===== src/logic/erd_pkg.sv =====
// ****************************************************************
// Receive descriptor DMA constants and types
// ****************************************************************
package erd_pkg;

   // Ownership codes in descriptor word 0
   localparam logic [1:0] OWN_CPU = 2'h0;
   localparam logic [1:0] OWN_MAC = 2'h2;
   localparam logic [1:0] OWN_XLATE = 2'h3;

   // Status word field positions
   localparam int OWN_HI = 31;
   localparam int OWN_LO = 30;
   localparam int RSVD_HI = 29;
   localparam int RSVD_LO = 23;
   localparam int RUNT_BIT = 22;
   localparam int ALIGN_BIT = 21;
   localparam int DONE_BIT = 20;
   localparam int LONG_BIT = 19;
   localparam int RSVD18_BIT = 18;
   localparam int FCS_BIT = 17;
   localparam int IRQ_BIT = 16;
   localparam int LEN_W = 16;

   // Descriptor word byte offsets; word 2 is never read
   localparam logic [31:0] W0_OFS = 32'h0000_0000;
   localparam logic [31:0] W1_OFS = 32'h0000_0004;
   localparam logic [31:0] W3_OFS = 32'h0000_000C;

   // Frame length limits in bytes
   localparam logic [15:0] MIN_FRAME = 16'h0040;
   localparam logic [15:0] MAX_FRAME = 16'h05EE;
   localparam logic [15:0] FCS_BYTES = 16'h0004;
   localparam logic [15:0] LEN_MAX = 16'hFFFF;

   // Receive FIFO size in bytes
   localparam int FIFO_BYTES = 256;

   // Line code: start-of-frame dibit, reflected CRC
   localparam logic [1:0] DIBIT_SFD = 2'h3;
   localparam logic [31:0] CRC_INIT = 32'hFFFF_FFFF;
   localparam logic [31:0] CRC_POLY = 32'hEDB8_8320;
   localparam logic [31:0] CRC_GOOD = 32'hDEBB_20E3;

   // One byte through the FIFO; last marks the end entry
   typedef struct packed {
      logic last;
      logic [7:0] data;
   } erd_byte_s;

   // One memory request of the DMA master
   typedef struct packed {
      logic we;
      logic [31:0] addr;
      logic [31:0] wdata;
      logic [3:0] be;
   } erd_mem_req_s;

   // DMA states, Gray in the order listed
   typedef enum logic [2:0] {
      ST_IDLE = 3'h0,
      ST_FETCH0 = 3'h1,
      ST_FETCH1 = 3'h3,
      ST_FETCH3 = 3'h2,
      ST_RECV = 3'h6,
      ST_STORE = 3'h7,
      ST_WBACK = 3'h5,
      ST_HALT = 3'h4
   } erd_state_e;

endpackage : erd_pkg


===== src/logic/erd_fifo.sv =====
`timescale 1ns/100ps
// ****************************************************************
// Byte FIFO with registered read data
// ****************************************************************
module erd_fifo #(
   parameter int WIDTH = 9,
   parameter int DEPTH = 256
) (
   // Clock and reset
   input wire logic i_mclk,
   input wire logic i_reset,
   // Fill side
   input wire logic i_wr_valid,
   input wire logic [WIDTH-1:0] i_wr_data,
   output logic o_wr_ready,
   // Drain side
   output logic o_rd_valid,
   output logic [WIDTH-1:0] o_rd_data,
   input wire logic i_rd_ready
);
   localparam int AW = $clog2(DEPTH);

   logic [WIDTH-1:0] mem_ff [DEPTH];
   logic [AW-1:0] wptr_ff;
   logic [AW-1:0] rptr_ff;
   logic [AW:0] count_ff;
   logic rd_valid_ff;
   logic [WIDTH-1:0] rd_data_ff;

   // Handshake decode
   wire push_w = i_wr_valid && o_wr_ready;
   wire load_w = (count_ff != '0) && (!rd_valid_ff || i_rd_ready);
   assign o_wr_ready = count_ff != (AW + 1)'(DEPTH);
   assign o_rd_valid = rd_valid_ff;
   assign o_rd_data = rd_data_ff;

   // Storage array
   always_ff @(posedge i_mclk) begin
      if (push_w) begin
         mem_ff[wptr_ff] <= i_wr_data;
      end
   end

   // Pointers, fill count and output register
   always_ff @(posedge i_mclk or posedge i_reset) begin
      if (i_reset) begin
         wptr_ff <= '0;
         rptr_ff <= '0;
         count_ff <= '0;
         rd_valid_ff <= 1'b0;
         rd_data_ff <= '0;
      end else begin
         wptr_ff <= push_w ? wptr_ff + 1'b1 : wptr_ff;
         rptr_ff <= load_w ? rptr_ff + 1'b1 : rptr_ff;
         count_ff <= count_ff + (AW + 1)'(push_w) - (AW + 1)'(load_w);
         if (load_w) begin
            rd_data_ff <= mem_ff[rptr_ff];
            rd_valid_ff <= 1'b1;
         end else if (i_rd_ready) begin
            rd_valid_ff <= 1'b0;
         end
      end
   end
endmodule : erd_fifo


===== src/logic/erd_rmii_rx.sv =====
`timescale 1ns/100ps
// ****************************************************************
// Reduced media-independent receive front end
// ****************************************************************
module erd_rmii_rx (
   // Clock and reset
   input wire logic i_mclk,
   input wire logic i_reset,
   // Line pins
   input wire logic i_ref_clk,
   input wire logic i_crs_dv,
   input wire logic [1:0] i_rxd,
   // Byte stream out
   input wire logic i_ready,
   output logic o_valid,
   output erd_pkg::erd_byte_s o_byte
);
   logic [2:0] ref_sync_ff;
   logic [1:0] crs_sync_ff;
   logic [1:0] rxd_s1_ff;
   logic [1:0] rxd_s2_ff;
   logic in_frame_ff;
   logic [1:0] phase_ff;
   logic [5:0] shift_ff;
   logic [31:0] crc_ff;
   logic ovf_ff;
   logic valid_ff;
   erd_pkg::erd_byte_s byte_ff;

   // Bitwise reflected CRC over one byte
   function automatic logic [31:0] crc_byte(input logic [31:0] c, input logic [7:0] d);
      logic [31:0] r;
      r = c;
      for (int i = 0; i < 8; i++) begin
         r = (r[0] ^ d[i]) ? ((r >> 1) ^ erd_pkg::CRC_POLY) : (r >> 1);
      end
      return r;
   endfunction : crc_byte

   // Line sampling decode
   wire fall_w = !ref_sync_ff[1] && ref_sync_ff[2];
   wire [7:0] new_byte_w = {rxd_s2_ff, shift_ff};
   wire byte_done_w = fall_w && crs_sync_ff[1] && in_frame_ff && (phase_ff == 2'h3);
   wire frame_end_w = fall_w && !crs_sync_ff[1] && in_frame_ff;
   wire fcs_bad_w = (crc_ff != erd_pkg::CRC_GOOD) || ovf_ff;
   wire align_bad_w = phase_ff != 2'h0;
   assign o_valid = valid_ff;
   assign o_byte = byte_ff;

   // Two-stage synchronisers on every line pin
   always_ff @(posedge i_mclk or posedge i_reset) begin
      if (i_reset) begin
         ref_sync_ff <= 3'h0;
         crs_sync_ff <= 2'h0;
         rxd_s1_ff <= 2'h0;
         rxd_s2_ff <= 2'h0;
      end else begin
         ref_sync_ff <= {ref_sync_ff[1:0], i_ref_clk};
         crs_sync_ff <= {crs_sync_ff[0], i_crs_dv};
         rxd_s1_ff <= i_rxd;
         rxd_s2_ff <= rxd_s1_ff;
      end
   end

   // Dibit assembly on falling reference edge, no length filter
   always_ff @(posedge i_mclk or posedge i_reset) begin
      if (i_reset) begin
         in_frame_ff <= 1'b0;
         phase_ff <= 2'h0;
         shift_ff <= 6'h0;
         crc_ff <= erd_pkg::CRC_INIT;
         ovf_ff <= 1'b0;
         valid_ff <= 1'b0;
         byte_ff <= '0;
      end else begin
         valid_ff <= 1'b0;
         if (frame_end_w) begin
            in_frame_ff <= 1'b0;
            valid_ff <= i_ready;
            byte_ff <= '{last: 1'b1, data: {6'h0, align_bad_w, fcs_bad_w}};
         end else if (fall_w && crs_sync_ff[1] && !in_frame_ff) begin
            in_frame_ff <= rxd_s2_ff == erd_pkg::DIBIT_SFD;
            phase_ff <= 2'h0;
            crc_ff <= erd_pkg::CRC_INIT;
            ovf_ff <= 1'b0;
         end else if (fall_w && crs_sync_ff[1]) begin
            phase_ff <= phase_ff + 2'h1;
            shift_ff <= {rxd_s2_ff, shift_ff[5:2]};
            if (byte_done_w) begin
               crc_ff <= crc_byte(crc_ff, new_byte_w);
               valid_ff <= i_ready;
               ovf_ff <= ovf_ff || !i_ready;
               byte_ff <= '{last: 1'b0, data: new_byte_w};
            end
         end
      end
   end
endmodule : erd_rmii_rx


===== src/logic/erd_rx_dma.sv =====
`timescale 1ns/100ps
// Behaviour
// Descriptor bits 31:30 hold owner; 00 is CPU, 10 is the receive DMA.
// Only the owner modifies a descriptor; the DMA stores only into its own.
// On frame end the DMA writes owner 11 if translation needed, else 00.
// Software writes owner 10 after processing to hand the descriptor back.
// The DMA alone writes status; bits 29 to 23 are reserved, written zero.
// Runt flag bit 22 is set for frames under 64 bytes, clear otherwise.
// Alignment flag bit 21 is set for frames not a whole number of bytes.
// Reception-complete flag bit 20 is set once the frame is fully stored.
// Too-long flag bit 19 is set for frames over 1518 bytes.
// FCS error flag bit 17 is set when the frame check sequence failed.
// Interrupt flag bit 16 is set when the frame raised an interrupt condition.
// Bits 15:0 carry the frame length, including four FCS bytes by default.
// With FCS stripping enabled the four FCS bytes leave the reported count.
// Word 1 bits 31:2 give the word-aligned buffer base.
// Word 1 bits 1:0 give a byte offset added to the buffer base.
// Word 2 is obsolete; the DMA never depends on it.
// Word 3 is the next descriptor address; its two low bits are ignored.
// Each descriptor is four consecutive words linked into a list.
// The line side is a reduced media-independent interface on a reference clock.
// Received data pass a 256-byte FIFO between line and DMA.
// Over-long and runt frames are stored and flagged, never dropped.
// After write-back the DMA fetches the next descriptor from the stored link.
// A descriptor not owned by the DMA halts storing until software resumes.
module erd_rx_dma #(
   parameter int FIFO_DEPTH = erd_pkg::FIFO_BYTES
) (
   // Clock and reset
   input wire logic i_mclk,
   input wire logic i_reset,
   // Line pins
   input wire logic i_ref_clk,
   input wire logic i_crs_dv,
   input wire logic [1:0] i_rxd,
   // Control
   input wire logic i_rx_enable,
   input wire logic [31:0] i_start_desc,
   input wire logic i_strip_fcs_enable,
   input wire logic i_frame_irq_enable,
   input wire logic i_xlate_needed,
   input wire logic i_resume,
   // Memory master
   output logic o_mem_req,
   output erd_pkg::erd_mem_req_s o_mem,
   input wire logic i_mem_ack,
   input wire logic [31:0] i_mem_rdata,
   // Status
   output logic o_halted,
   output logic o_frame_done,
   output logic [31:0] o_desc_addr
);

   // ****************************************************************
   // Declarations
   // ****************************************************************
   erd_pkg::erd_state_e state_ff;
   erd_pkg::erd_state_e nxt_state;
   erd_pkg::erd_mem_req_s mem_ff;
   erd_pkg::erd_mem_req_s nxt_mem;
   logic mem_req_ff;
   logic nxt_req;
   logic [31:0] desc_ff;
   logic [31:0] buf_addr_ff;
   logic [31:0] next_ff;
   logic [15:0] cnt_ff;
   logic discard_ff;
   logic done_ff;
   logic halted_ff;
   logic strip_ff;
   logic xlate_ff;
   logic irq_ff;
   logic align_ff;
   logic fcs_ff;
   logic rx_valid;
   erd_pkg::erd_byte_s rx_byte;
   logic fifo_wr_ready;
   logic f_valid;
   logic [$bits(erd_pkg::erd_byte_s)-1:0] f_raw;
   erd_pkg::erd_byte_s f_data;
   logic f_ready;

   // Read request for one descriptor word
   function automatic erd_pkg::erd_mem_req_s rd_req(input logic [31:0] a);
      return '{we: 1'b0, addr: a, wdata: 32'h0000_0000, be: 4'hF};
   endfunction : rd_req

   // Byte lane enable from the low address bits
   function automatic logic [3:0] lane_be(input logic [1:0] a);
      return 4'h1 << a;
   endfunction : lane_be

   // ****************************************************************
   // Line front end and FIFO
   // ****************************************************************
   erd_rmii_rx u_line (
      .i_mclk(i_mclk),
      .i_reset(i_reset),
      .i_ref_clk(i_ref_clk),
      .i_crs_dv(i_crs_dv),
      .i_rxd(i_rxd),
      .i_ready(fifo_wr_ready),
      .o_valid(rx_valid),
      .o_byte(rx_byte)
   );

   erd_fifo #(
      .WIDTH($bits(erd_pkg::erd_byte_s)),
      .DEPTH(FIFO_DEPTH)
   ) u_fifo (
      .i_mclk(i_mclk),
      .i_reset(i_reset),
      .i_wr_valid(rx_valid),
      .i_wr_data(rx_byte),
      .o_wr_ready(fifo_wr_ready),
      .o_rd_valid(f_valid),
      .o_rd_data(f_raw),
      .i_rd_ready(f_ready)
   );

   // ****************************************************************
   // Decode
   // ****************************************************************
   wire ack_w = mem_req_ff && i_mem_ack;
   wire owned_w = i_mem_rdata[erd_pkg::OWN_HI:erd_pkg::OWN_LO] == erd_pkg::OWN_MAC;
   wire pop_w = f_valid && f_ready;
   wire take_w = pop_w && (state_ff == erd_pkg::ST_RECV) && !discard_ff;
   wire [31:0] byte_addr_w = buf_addr_ff + {16'h0000, cnt_ff};
   wire runt_w = cnt_ff < erd_pkg::MIN_FRAME;
   wire long_w = cnt_ff > erd_pkg::MAX_FRAME;
   wire strip_now_w = i_strip_fcs_enable && (cnt_ff >= erd_pkg::FCS_BYTES);
   wire [15:0] len_w = strip_now_w ? cnt_ff - erd_pkg::FCS_BYTES : cnt_ff;
   wire [1:0] own_back_w = i_xlate_needed ? erd_pkg::OWN_XLATE : erd_pkg::OWN_CPU;
   wire [31:0] status_w = {own_back_w, 7'h00, runt_w, f_data.data[1], 1'b1, long_w, 1'b0,
      f_data.data[0], i_frame_irq_enable, len_w};
   wire [7:0] wb_byte_w = f_data.data;
   assign f_data = f_raw;
   assign f_ready = (state_ff == erd_pkg::ST_IDLE) || (state_ff == erd_pkg::ST_HALT)
      || (state_ff == erd_pkg::ST_RECV);
   assign o_mem_req = mem_req_ff;
   assign o_mem = mem_ff;
   assign o_halted = halted_ff;
   assign o_frame_done = done_ff;
   assign o_desc_addr = desc_ff;

   // ****************************************************************
   // Descriptor walk
   // ****************************************************************

   // Next state and next memory request
   always_comb begin
      nxt_state = state_ff;
      nxt_req = mem_req_ff && !i_mem_ack;
      nxt_mem = mem_ff;
      case (state_ff)
         erd_pkg::ST_IDLE: begin
            if (i_rx_enable) begin
               nxt_state = erd_pkg::ST_FETCH0;
               nxt_req = 1'b1;
               nxt_mem = rd_req({i_start_desc[31:2], 2'b00});
            end
         end
         erd_pkg::ST_FETCH0: begin
            if (ack_w && owned_w) begin
               nxt_state = erd_pkg::ST_FETCH1;
               nxt_req = 1'b1;
               nxt_mem = rd_req(desc_ff + erd_pkg::W1_OFS);
            end else if (ack_w) begin
               nxt_state = erd_pkg::ST_HALT;
            end
         end
         erd_pkg::ST_FETCH1: begin
            if (ack_w) begin
               nxt_state = erd_pkg::ST_FETCH3;
               nxt_req = 1'b1;
               nxt_mem = rd_req(desc_ff + erd_pkg::W3_OFS);
            end
         end
         erd_pkg::ST_FETCH3: begin
            if (ack_w) begin
               nxt_state = erd_pkg::ST_RECV;
            end
         end
         erd_pkg::ST_RECV: begin
            if (take_w && f_data.last) begin
               nxt_state = erd_pkg::ST_WBACK;
               nxt_req = 1'b1;
               nxt_mem = '{we: 1'b1, addr: desc_ff + erd_pkg::W0_OFS, wdata: status_w, be: 4'hF};
            end else if (take_w) begin
               nxt_state = erd_pkg::ST_STORE;
               nxt_req = 1'b1;
               nxt_mem = '{we: 1'b1, addr: byte_addr_w, wdata: {4{wb_byte_w}},
                  be: lane_be(byte_addr_w[1:0])};
            end
         end
         erd_pkg::ST_STORE: begin
            if (ack_w) begin
               nxt_state = erd_pkg::ST_RECV;
            end
         end
         erd_pkg::ST_WBACK: begin
            if (ack_w) begin
               nxt_state = erd_pkg::ST_FETCH0;
               nxt_req = 1'b1;
               nxt_mem = rd_req(next_ff);
            end
         end
         erd_pkg::ST_HALT: begin
            if (!i_rx_enable) begin
               nxt_state = erd_pkg::ST_IDLE;
            end else if (i_resume) begin
               nxt_state = erd_pkg::ST_FETCH0;
               nxt_req = 1'b1;
               nxt_mem = rd_req(desc_ff);
            end
         end
         default: begin
            nxt_state = erd_pkg::ST_IDLE;
            nxt_req = 1'b0;
         end
      endcase
   end

   // State and memory request registers
   always_ff @(posedge i_mclk or posedge i_reset) begin
      if (i_reset) begin
         state_ff <= erd_pkg::ST_IDLE;
         mem_req_ff <= 1'b0;
         mem_ff <= '0;
         halted_ff <= 1'b0;
         done_ff <= 1'b0;
      end else begin
         state_ff <= nxt_state;
         mem_req_ff <= nxt_req;
         mem_ff <= nxt_mem;
         halted_ff <= nxt_state == erd_pkg::ST_HALT;
         done_ff <= (state_ff == erd_pkg::ST_WBACK) && ack_w;
      end
   end

   // Descriptor pointers from fetched words
   always_ff @(posedge i_mclk or posedge i_reset) begin
      if (i_reset) begin
         desc_ff <= 32'h0000_0000;
         buf_addr_ff <= 32'h0000_0000;
         next_ff <= 32'h0000_0000;
      end else begin
         if ((state_ff == erd_pkg::ST_IDLE) && i_rx_enable) begin
            desc_ff <= {i_start_desc[31:2], 2'b00};
         end else if ((state_ff == erd_pkg::ST_WBACK) && ack_w) begin
            desc_ff <= next_ff;
         end
         if ((state_ff == erd_pkg::ST_FETCH1) && ack_w) begin
            buf_addr_ff <= i_mem_rdata;
         end
         if ((state_ff == erd_pkg::ST_FETCH3) && ack_w) begin
            next_ff <= {i_mem_rdata[31:2], 2'b00};
         end
      end
   end

   // Byte count, saturating at the field width
   always_ff @(posedge i_mclk or posedge i_reset) begin
      if (i_reset) begin
         cnt_ff <= 16'h0000;
      end else if ((state_ff == erd_pkg::ST_FETCH3) && ack_w) begin
         cnt_ff <= 16'h0000;
      end else if ((state_ff == erd_pkg::ST_STORE) && ack_w && (cnt_ff != erd_pkg::LEN_MAX)) begin
         cnt_ff <= cnt_ff + 16'h0001;
      end
   end

   // Drop frames seen while idle or halted, up to their end marker
   always_ff @(posedge i_mclk or posedge i_reset) begin
      if (i_reset) begin
         discard_ff <= 1'b0;
      end else if (pop_w && ((state_ff != erd_pkg::ST_RECV) || discard_ff)) begin
         discard_ff <= !f_data.last;
      end
   end

   // Frame-end settings kept for checking the write-back
   always_ff @(posedge i_mclk or posedge i_reset) begin
      if (i_reset) begin
         strip_ff <= 1'b0;
         xlate_ff <= 1'b0;
         irq_ff <= 1'b0;
         align_ff <= 1'b0;
         fcs_ff <= 1'b0;
      end else if (take_w && f_data.last) begin
         strip_ff <= i_strip_fcs_enable;
         xlate_ff <= i_xlate_needed;
         irq_ff <= i_frame_irq_enable;
         align_ff <= f_data.data[1];
         fcs_ff <= f_data.data[0];
      end
   end

   // ****************************************************************
   // Checks
   // ****************************************************************
   wire wb_w = (state_ff == erd_pkg::ST_WBACK) && mem_req_ff;
endmodule : erd_rx_dma


===== config.mk =====
export PLATFORM = sky130hd
export DESIGN_NAME = erd_rx_dma
export DESIGN_NICKNAME = d
export VERILOG_FILES = /design/src/logic/erd_pkg.sv /design/src/logic/erd_fifo.sv /design/src/logic/erd_rmii_rx.sv /design/src/logic/erd_rx_dma.sv
export SDC_FILE = /design/constraint.sdc
export NUM_CORES = 2
export LEC_CHECK = 0
export BUFFER_PORTS_ARGS = -buffer_cell sky130_fd_sc_hd__clkbuf_2
export CAP_MARGIN = 20
export CORE_MARGIN = 4
export CORE_UTILIZATION = 45
export DETAILED_ROUTE_END_ITERATION = 10
export MAX_ROUTING_LAYER = met4
export SYNTH_ARGS = -nofsm -noshare
export SYNTH_HDL_FRONTEND = slang
export SYNTH_SLANG_ARGS = --single-unit

===== constraint.sdc =====
create_clock -name i_mclk -period 23.2 [get_ports i_mclk]
set_input_delay 6.96 -clock i_mclk [delete_from_list [all_inputs] [get_ports i_mclk]]
set_output_delay 6.96 -clock i_mclk [all_outputs]
set_load 0.03 [all_outputs]

# Word-level counts from Yosys, hierarchy flattened

Memories as Yosys holds them, arrays and structs flattened. A register that Yosys moved wholly into a read port is not among the register bits.
Index checks and enable logic that the tools add are counted.

Register bits after elaboration: 273
RAM bits: 2,304
Input bits: 76
Output and inout port bits: 104
Word-level logic and storage cells: 206
Memories kept: 1

Memory list:

| memory        | depth | bits a word | rd ports | clocked after memory_dff | wr ports | line           | source |
|---|---|---|---|---|---|---|---|
| u_fifo.mem_ff | 256   | 9           | 1        | 1                        | 1        | erd_fifo.sv:23 | `logic [WIDTH-1:0] mem_ff [DEPTH];` |

Add/subtract/negate cells: 10
$lt $le $gt $ge: 3
Eq/ne operators: 23
Shifts and indexed selects: 1
Muxes and demuxes: 64
Bitwise logic cells: 18
Reductions and logical operators: 57

Operators by type and width:

| operator                                                        | count |
|---|---|
| 2-to-1 mux 69 bit                                               | 8 |
| 2-to-1 mux 32 bit                                               | 13 |
| case mux 69 bit (6 select lines)                                | 1 |
| NOT 13 -> 14 bit                                                | 8 |
| 2-to-1 mux 16 bit                                               | 3 |
| 2-to-1 mux 9 bit                                                | 4 |
| adder 32 x 16 -> 32 bit                                         | 1 |
| adder 32 x 3 -> 32 bit, second input constant                   | 1 |
| adder 32 x 4 -> 32 bit, second input constant                   | 1 |
| != test 32 bit, second input constant                           | 1 |
| 2-to-1 mux 3 bit                                                | 10 |
| logical AND 1 bit                                               | 24 |
| case mux 3 bit (7 select lines)                                 | 1 |
| 2-to-1 mux 1 bit                                                | 20 |
| nonzero test 2 bit                                              | 9 |
| adder 16 x 1 -> 16 bit, second input constant                   | 1 |
| adder 8 x 1 -> 8 bit, second input constant                     | 2 |
| >= comparator 16 x 3 -> 1 bit, second input constant            | 1 |
| greater-than comparator 16 x 11 -> 1 bit, second input constant | 1 |
| < comparator 16 x 7 -> 1 bit, second input constant             | 1 |
| != test 16 bit, second input constant                           | 1 |
| subtractor 16 x 3 -> 16 bit, second input constant              | 1 |
| == test 3 bit, second input constant                            | 5 |
| != test 2 bit, second input constant                            | 6 |
| other kinds (24)                                                | 52 |

# Logic depth before layout (Yosys ltp)

Depth after elaboration: 19
Depth in mapped cells: 20
Mapped depth without buffers: 19

# Cells and area by module

From an unflattened synthesis, not the netlist that was laid out.

Cells, all modules: 5,676
Area total of the unflattened synthesis: 104,858.1 µm²

By module, submodules not included:

| module      | instances | cells each | area each (µm²) | sequential area each (µm²) |
|---|---|---|---|---|
| erd_fifo    | 1         | 4,236      | 91,067.3        | 70,062.2 |
| erd_rx_dma  | 1         | 1,185      | 10,704.0        | 4,579.4 |
| erd_rmii_rx | 1         | 255        | 3,086.7         | 1,566.5 |

# Least setup slack after synthesis

OpenSTA, ideal clock, no wires.

Kind: in2reg
Start point: input i_mem_ack
End point: register cnt_ff[15]
Library setup time: 79 ps
Arrival time: 8,568 ps
Data required time: 23,121 ps
Path slack: 14,554 ps
Stages: 8
Path buffers: 0
Cell sequence: and2_1 nand3_1 a31oi_1 and4_1 and2_1 nand3_1 or3_1 a21oi_1

Word-level cells in the longest chain between the ends: 4
Elaborated cells between the ends (all ways): 6
Those cells by class: 1 x mux; 5 x reduce/logical

RTL lines:

| item                                | line              | source |
|---|---|---|
| from (decl)                         | erd_rx_dma.sv:46  | `input wire logic i_mem_ack,` |
| logical AND 1 bit *                 | erd_rx_dma.sv:124 | `wire ack_w = mem_req_ff && i_mem_ack;` |
| logical AND 1 bit (2 in a row)      | erd_rx_dma.sv:268 | `end else if ((state_ff == erd_pkg::ST_STORE) && ack_w && (cnt_ff != erd_pkg::LEN_MAX)) begin` |
| nonzero test 2 bit (no source line) | --                |  |
| to (signal assigned)                | erd_rx_dma.sv:269 | `cnt_ff <= cnt_ff + 16'h0001;` |
| to (decl)                           | erd_rx_dma.sv:66  | `logic [15:0] cnt_ff;` |

Every way passes the cells marked *; elsewhere a longest branch is shown, timed or not.
A chain may end at the register's enable or synchronous reset.

# Final worst setup path

Start point: register desc_ff[8], in the netlist o_desc_addr[8]
End point: output o_desc_addr[8]

RTL lines:

| item                   | line              | source |
|---|---|---|
| from (decl)            | erd_rx_dma.sv:63  | `logic [31:0] desc_ff;` |
| from (signal assigned) | erd_rx_dma.sv:249 | `desc_ff <= {i_start_desc[31:2], 2'b00};` |
| from (signal assigned) | erd_rx_dma.sv:251 | `desc_ff <= next_ff;` |
| to (decl)              | erd_rx_dma.sv:51  | `output logic [31:0] o_desc_addr` |

No word-level cell between the ends.

==> results.json <==
{
  "synth_edf_count": 2304,
  "muxShareOfSynthArea_pct": 15.9,
  "grt_max_degree": 197,
  "power_frac_seq_pct": 46.3,
  "hold_path_class": "register to register",
  "avgSynthCellArea_um2": 18.8,
  "ys_ff_latch": 2583,
  "ys_seq_area_share_pct": 73.1,
  "tns_ns": 0,
  "critPathSlowestCell": "dfrtp_1",
  "ant_nets": 0,
  "portBuffers": 175,
  "drt-pass1-iter-count": 8,
  "post-place-ws_ns": 13.79,
  "numCtsBuffers": 289,
  "post-route-period-util_pct": 38.1,
  "p_int_mw": 8.63,
  "drv_slew": 0,
  "critPathMaxStageDelay_ns": 0.63,
  "synth_fa_ha_area_share_pct": 0.550,
  "wl_per_cell_um": 30.4,
  "synth_top_family_by_area": "multiplexers",
  "postCtsSetupBuffers": 0,
  "crit_required_ns": 16.24,
  "synthToLayoutAreaGrowth_pct": 12.4,
  "async_reset_ff_share_pct": 10.8,
  "power_density_nw_per_um2": 98.9,
  "yosysTopAreaCell": "edfxtp_1",
  "clkLatencyLatePin_ns": 0.93,
  "setup_slack_ns": 14.35,
  "total_leakage_power_nw": 41.8,
  "setup_viol": 0,
  "clk_pin_slew_worst_paths_ns": 0.06,
  "clk_path_buf_depth": 4,
  "worstPathCellList": "clkbuf_2",
  "die_w_um": 489,
  "start_util_pct": 45.3,
  "cap_violations": 0,
  "synthesis.area_um2": 104000,
  "die_y_um": 489,
  "period_minus_slack_ns": 8.85,
  "status": "finished clean",
  "grt_pass1_vias": 54127,
  "clockPowerShare_pct": 37.3,
  "arrival_ns": 1.89,
  "vias_per_cell": 6.03,
  "crit-reg2reg-launch": "u_fifo.rptr_ff[0]$_DFFE_PP0P_",
  "crit_path_start": "o_desc_addr[8]$_DFFE_PP0P_",
  "gp_congestion": 0.920,
  "rsz0062_at_grt": "no",
  "grt-ovfl-total": 0,
  "htreeDepth": 5,
  "combPwrFrac_pct": 16.4,
  "synthCells": 5536,
  "slew_headroom_pct": 19.9,
  "cp_max_fo": 10,
  "core_um2": 230000,
  "synth_compound_area_share_pct": 3.30,
  "switching_share_pct": 25.6,
  "min_from": "u_line.rxd_s1_ff[0]$_DFF_PP0_",
  "critPathBufInv": 1,
  "cts_root_buffer": "clkbuf_16",
  "ios": 180,
  "fin_worst_skew_ns": 0.0505,
  "grt_pass1_wl_mm": 395,
  "first_iter_violations": 6103,
  "num_rows": 176,
  "cts.sinks": 2583,
  "finalNetCount": 5911,
  "critPathLaunchType": "register",
  "cts_resized": 0,
  "synthSimpleGateAreaFrac_pct": 4.16,
  "fp.dieArea_um2": 240000,
  "worstSetupPathType": "register to output port",
  "critPathCaptureType": "output port",
  "antenna_found_initial": 13,
  "ys.flop_type": "edfxtp_1",
  "place_hpwl_mm": 166,
  "yosysUniqueCellTypes": 80,
  "cts_tree": "yes",
  "p_switching_mw": 2.97,
  "synth-xor-area-share_pct": 1.35,
  "fmax_ghz": 0.113,
  "hold_buffers": 0,
  "ys_top_cells_by_area": "edfxtp_1 66%, mux4_2 14%, dfrtp_1 5.9%",
  "track_usage_pct": 23.5,
  "yosys.area.top_type_share_pct": 66.3,
  "crit_family": "flip-flops",
  "worst_slew_pin_slew_ns": 1.20,
  "drc": 0,
  "hold_violations": 0,
  "ys_warn_count": 0,
  "ir_worst_vdd_mv": 0.0971,
  "finalWirelength_mm": 274,
  "drive_above_1_share_pct": 24.8,
  "route.vias.total": 54351
}
## per-stage QoR
stage                     std cells  area (um^2)  power (mW)  utilization [%]  hold slack (ns)
after CTS                      9009       117000        11.7             50.9            0.353
after global routing           9015       117000        12.0             50.9            0.362
after floorplan                5537       104000        6.93                -            0.331
final                          9017       117000        11.6             50.9            0.351
after global placement         8522       108000        7.38             47.0            0.335
after detailed placement       8525       108000        7.40             47.1            0.346
## Yosys cell counts, types with 11 or more instances
master    number
buf_6         26
nand3_1       67
buf_1         34
o22ai_1       49
nor2_1       427
a21o_1        17
nor4_1        19
and3_1        16
a221oi_1      14
edfxtp_1    2304
nor3_1        27
o221ai_1      14
clkbuf_1     171
a21oi_1      146
nand4_1       25
buf_4         25
buf_2         66
o211ai_1      11
a31oi_1       53
nor2b_1       21
or3_1         16
inv_1         45
a211oi_1      14
mux4_2       651
nand2b_1      14
ha_1          41
xor2_1        55
mux2i_1      101
mux2_2        77
xnor2_1       93
dfstp_2       32
nand2_1      328
a22oi_1       21
dfrtp_1      247
o21ai_0      118
## per-layer routing
| layer | global-route usage, % | up-vias | share of wire (%) |
|---|---|---|---|
| li1 | - | 22773 | - |
| met1 | 32.7 | 28815 | 42 |
| met2 | 35.7 | 2342 | 48 |
| met3 | 4.41 | 421 | 7.9 |
| met4 | 6.97 | 0 | 2.9 |
| met5 | - | - | 0 |
## cell families after synthesis
family                   Yosys count
AO/OA/AOI/OAI                    549
adder cells (fa/ha/maj)           44
flip-flops                      2583
XOR/XNOR                         155
buffers and inverters            371
other                              1
AND/OR/NAND/NOR                 1004
multiplexers                     829
## flip-flops by register name, indices dropped and copies added, names as in the netlist, 3 cells and up
signal and count:
u_fifo.mem_ff 2304, o_mem 68, buf_addr_ff 32, u_line.crc_ff 32, next_ff 30, o_desc_addr 30, cnt_ff 16, u_fifo.count_ff 9
u_fifo.o_rd_data 9, u_line.o_byte 9, u_fifo.rptr_ff 8, u_fifo.wptr_ff 8, u_line.shift_ff 6, state_ff 3, u_line.ref_sync_ff 3
## layout make-up
type                       count  area [um^2]
clock buffer                 356         7650
antenna                        7         17.5
clock inverter               128         1130
fill                       18501       113000
timing repair buffer         285         1790
multi-input combinational   2583        26400
tap                         3026         3790
inverter                      49          196
sequential                  2583        76300
## power groups by stage
| stage | Combinational, mW | Clock, mW | Sequential, mW |
|---|---|---|---|
| after CTS | 1.94 | 4.41 | 5.37 |
| after floorplan | 1.40 | 0 | 5.53 |
| after detailed placement | 1.94 | 0 | 5.47 |
| after global placement | 1.92 | 0 | 5.46 |
| after global routing | 2.05 | 4.61 | 5.38 |
| final | 1.90 | 4.33 | 5.37 |
## path summary, 6_finish.rpt
check / to / cells after the start / slack [ns]
hold / removal: u_line.rxd_s2_ff[0]$_DFF_PP0_ / 0 / 0.35
setup reg to reg: u_fifo.o_rd_data[4]$_DFFE_PP0P_ / 10 / 16.08
min in group asynchronous: u_fifo.count_ff[5]$_DFF_PP0_ / 2 / 6.19
max in group asynchronous: o_mem[16]$_DFFE_PP0P_ / 3 / 15.50
hold reg to reg: u_line.rxd_s2_ff[0]$_DFF_PP0_ / 0 / 0.35
setup / recovery: o_desc_addr[8] / 1 / 14.35
## cells in the final DEF (no fill, tap or decap), types with 16 or more instances in the layout
| cell type | netlist | layout |
|---|---|---|
| clkinv_2 | 0 | 42 |
| a21o_1 | 17 | 17 |
| bufinv_16 | 0 | 20 |
| clkinv_1 | 3 | 52 |
| buf_4 | 25 | 102 |
| nand2_2 | 0 | 16 |
| ha_1 | 41 | 41 |
| o22ai_1 | 49 | 49 |
| edfxtp_1 | 2304 | 2304 |
| xnor2_1 | 93 | 93 |
| mux2_2 | 77 | 77 |
| clkbuf_1 | 171 | 57 |
| mux2i_1 | 101 | 101 |
| nand4_1 | 25 | 25 |
| clkbuf_2 | 0 | 175 |
| nor2_1 | 427 | 423 |
| inv_1 | 45 | 43 |
| a21oi_1 | 146 | 144 |
| nor2b_1 | 21 | 21 |
| nor3_1 | 27 | 26 |
| nor4_1 | 19 | 19 |
| clkbuf_16 | 0 | 295 |
| and3_1 | 16 | 16 |
| dfrtp_1 | 247 | 231 |
| o21ai_0 | 118 | 118 |
| xor2_1 | 55 | 55 |
| a31oi_1 | 53 | 53 |
| a22oi_1 | 21 | 21 |
| mux4_2 | 651 | 651 |
| dfstp_2 | 32 | 32 |
| nand3_1 | 67 | 66 |
| nand2_1 | 328 | 312 |
Power figures use the tool's default switching activity.
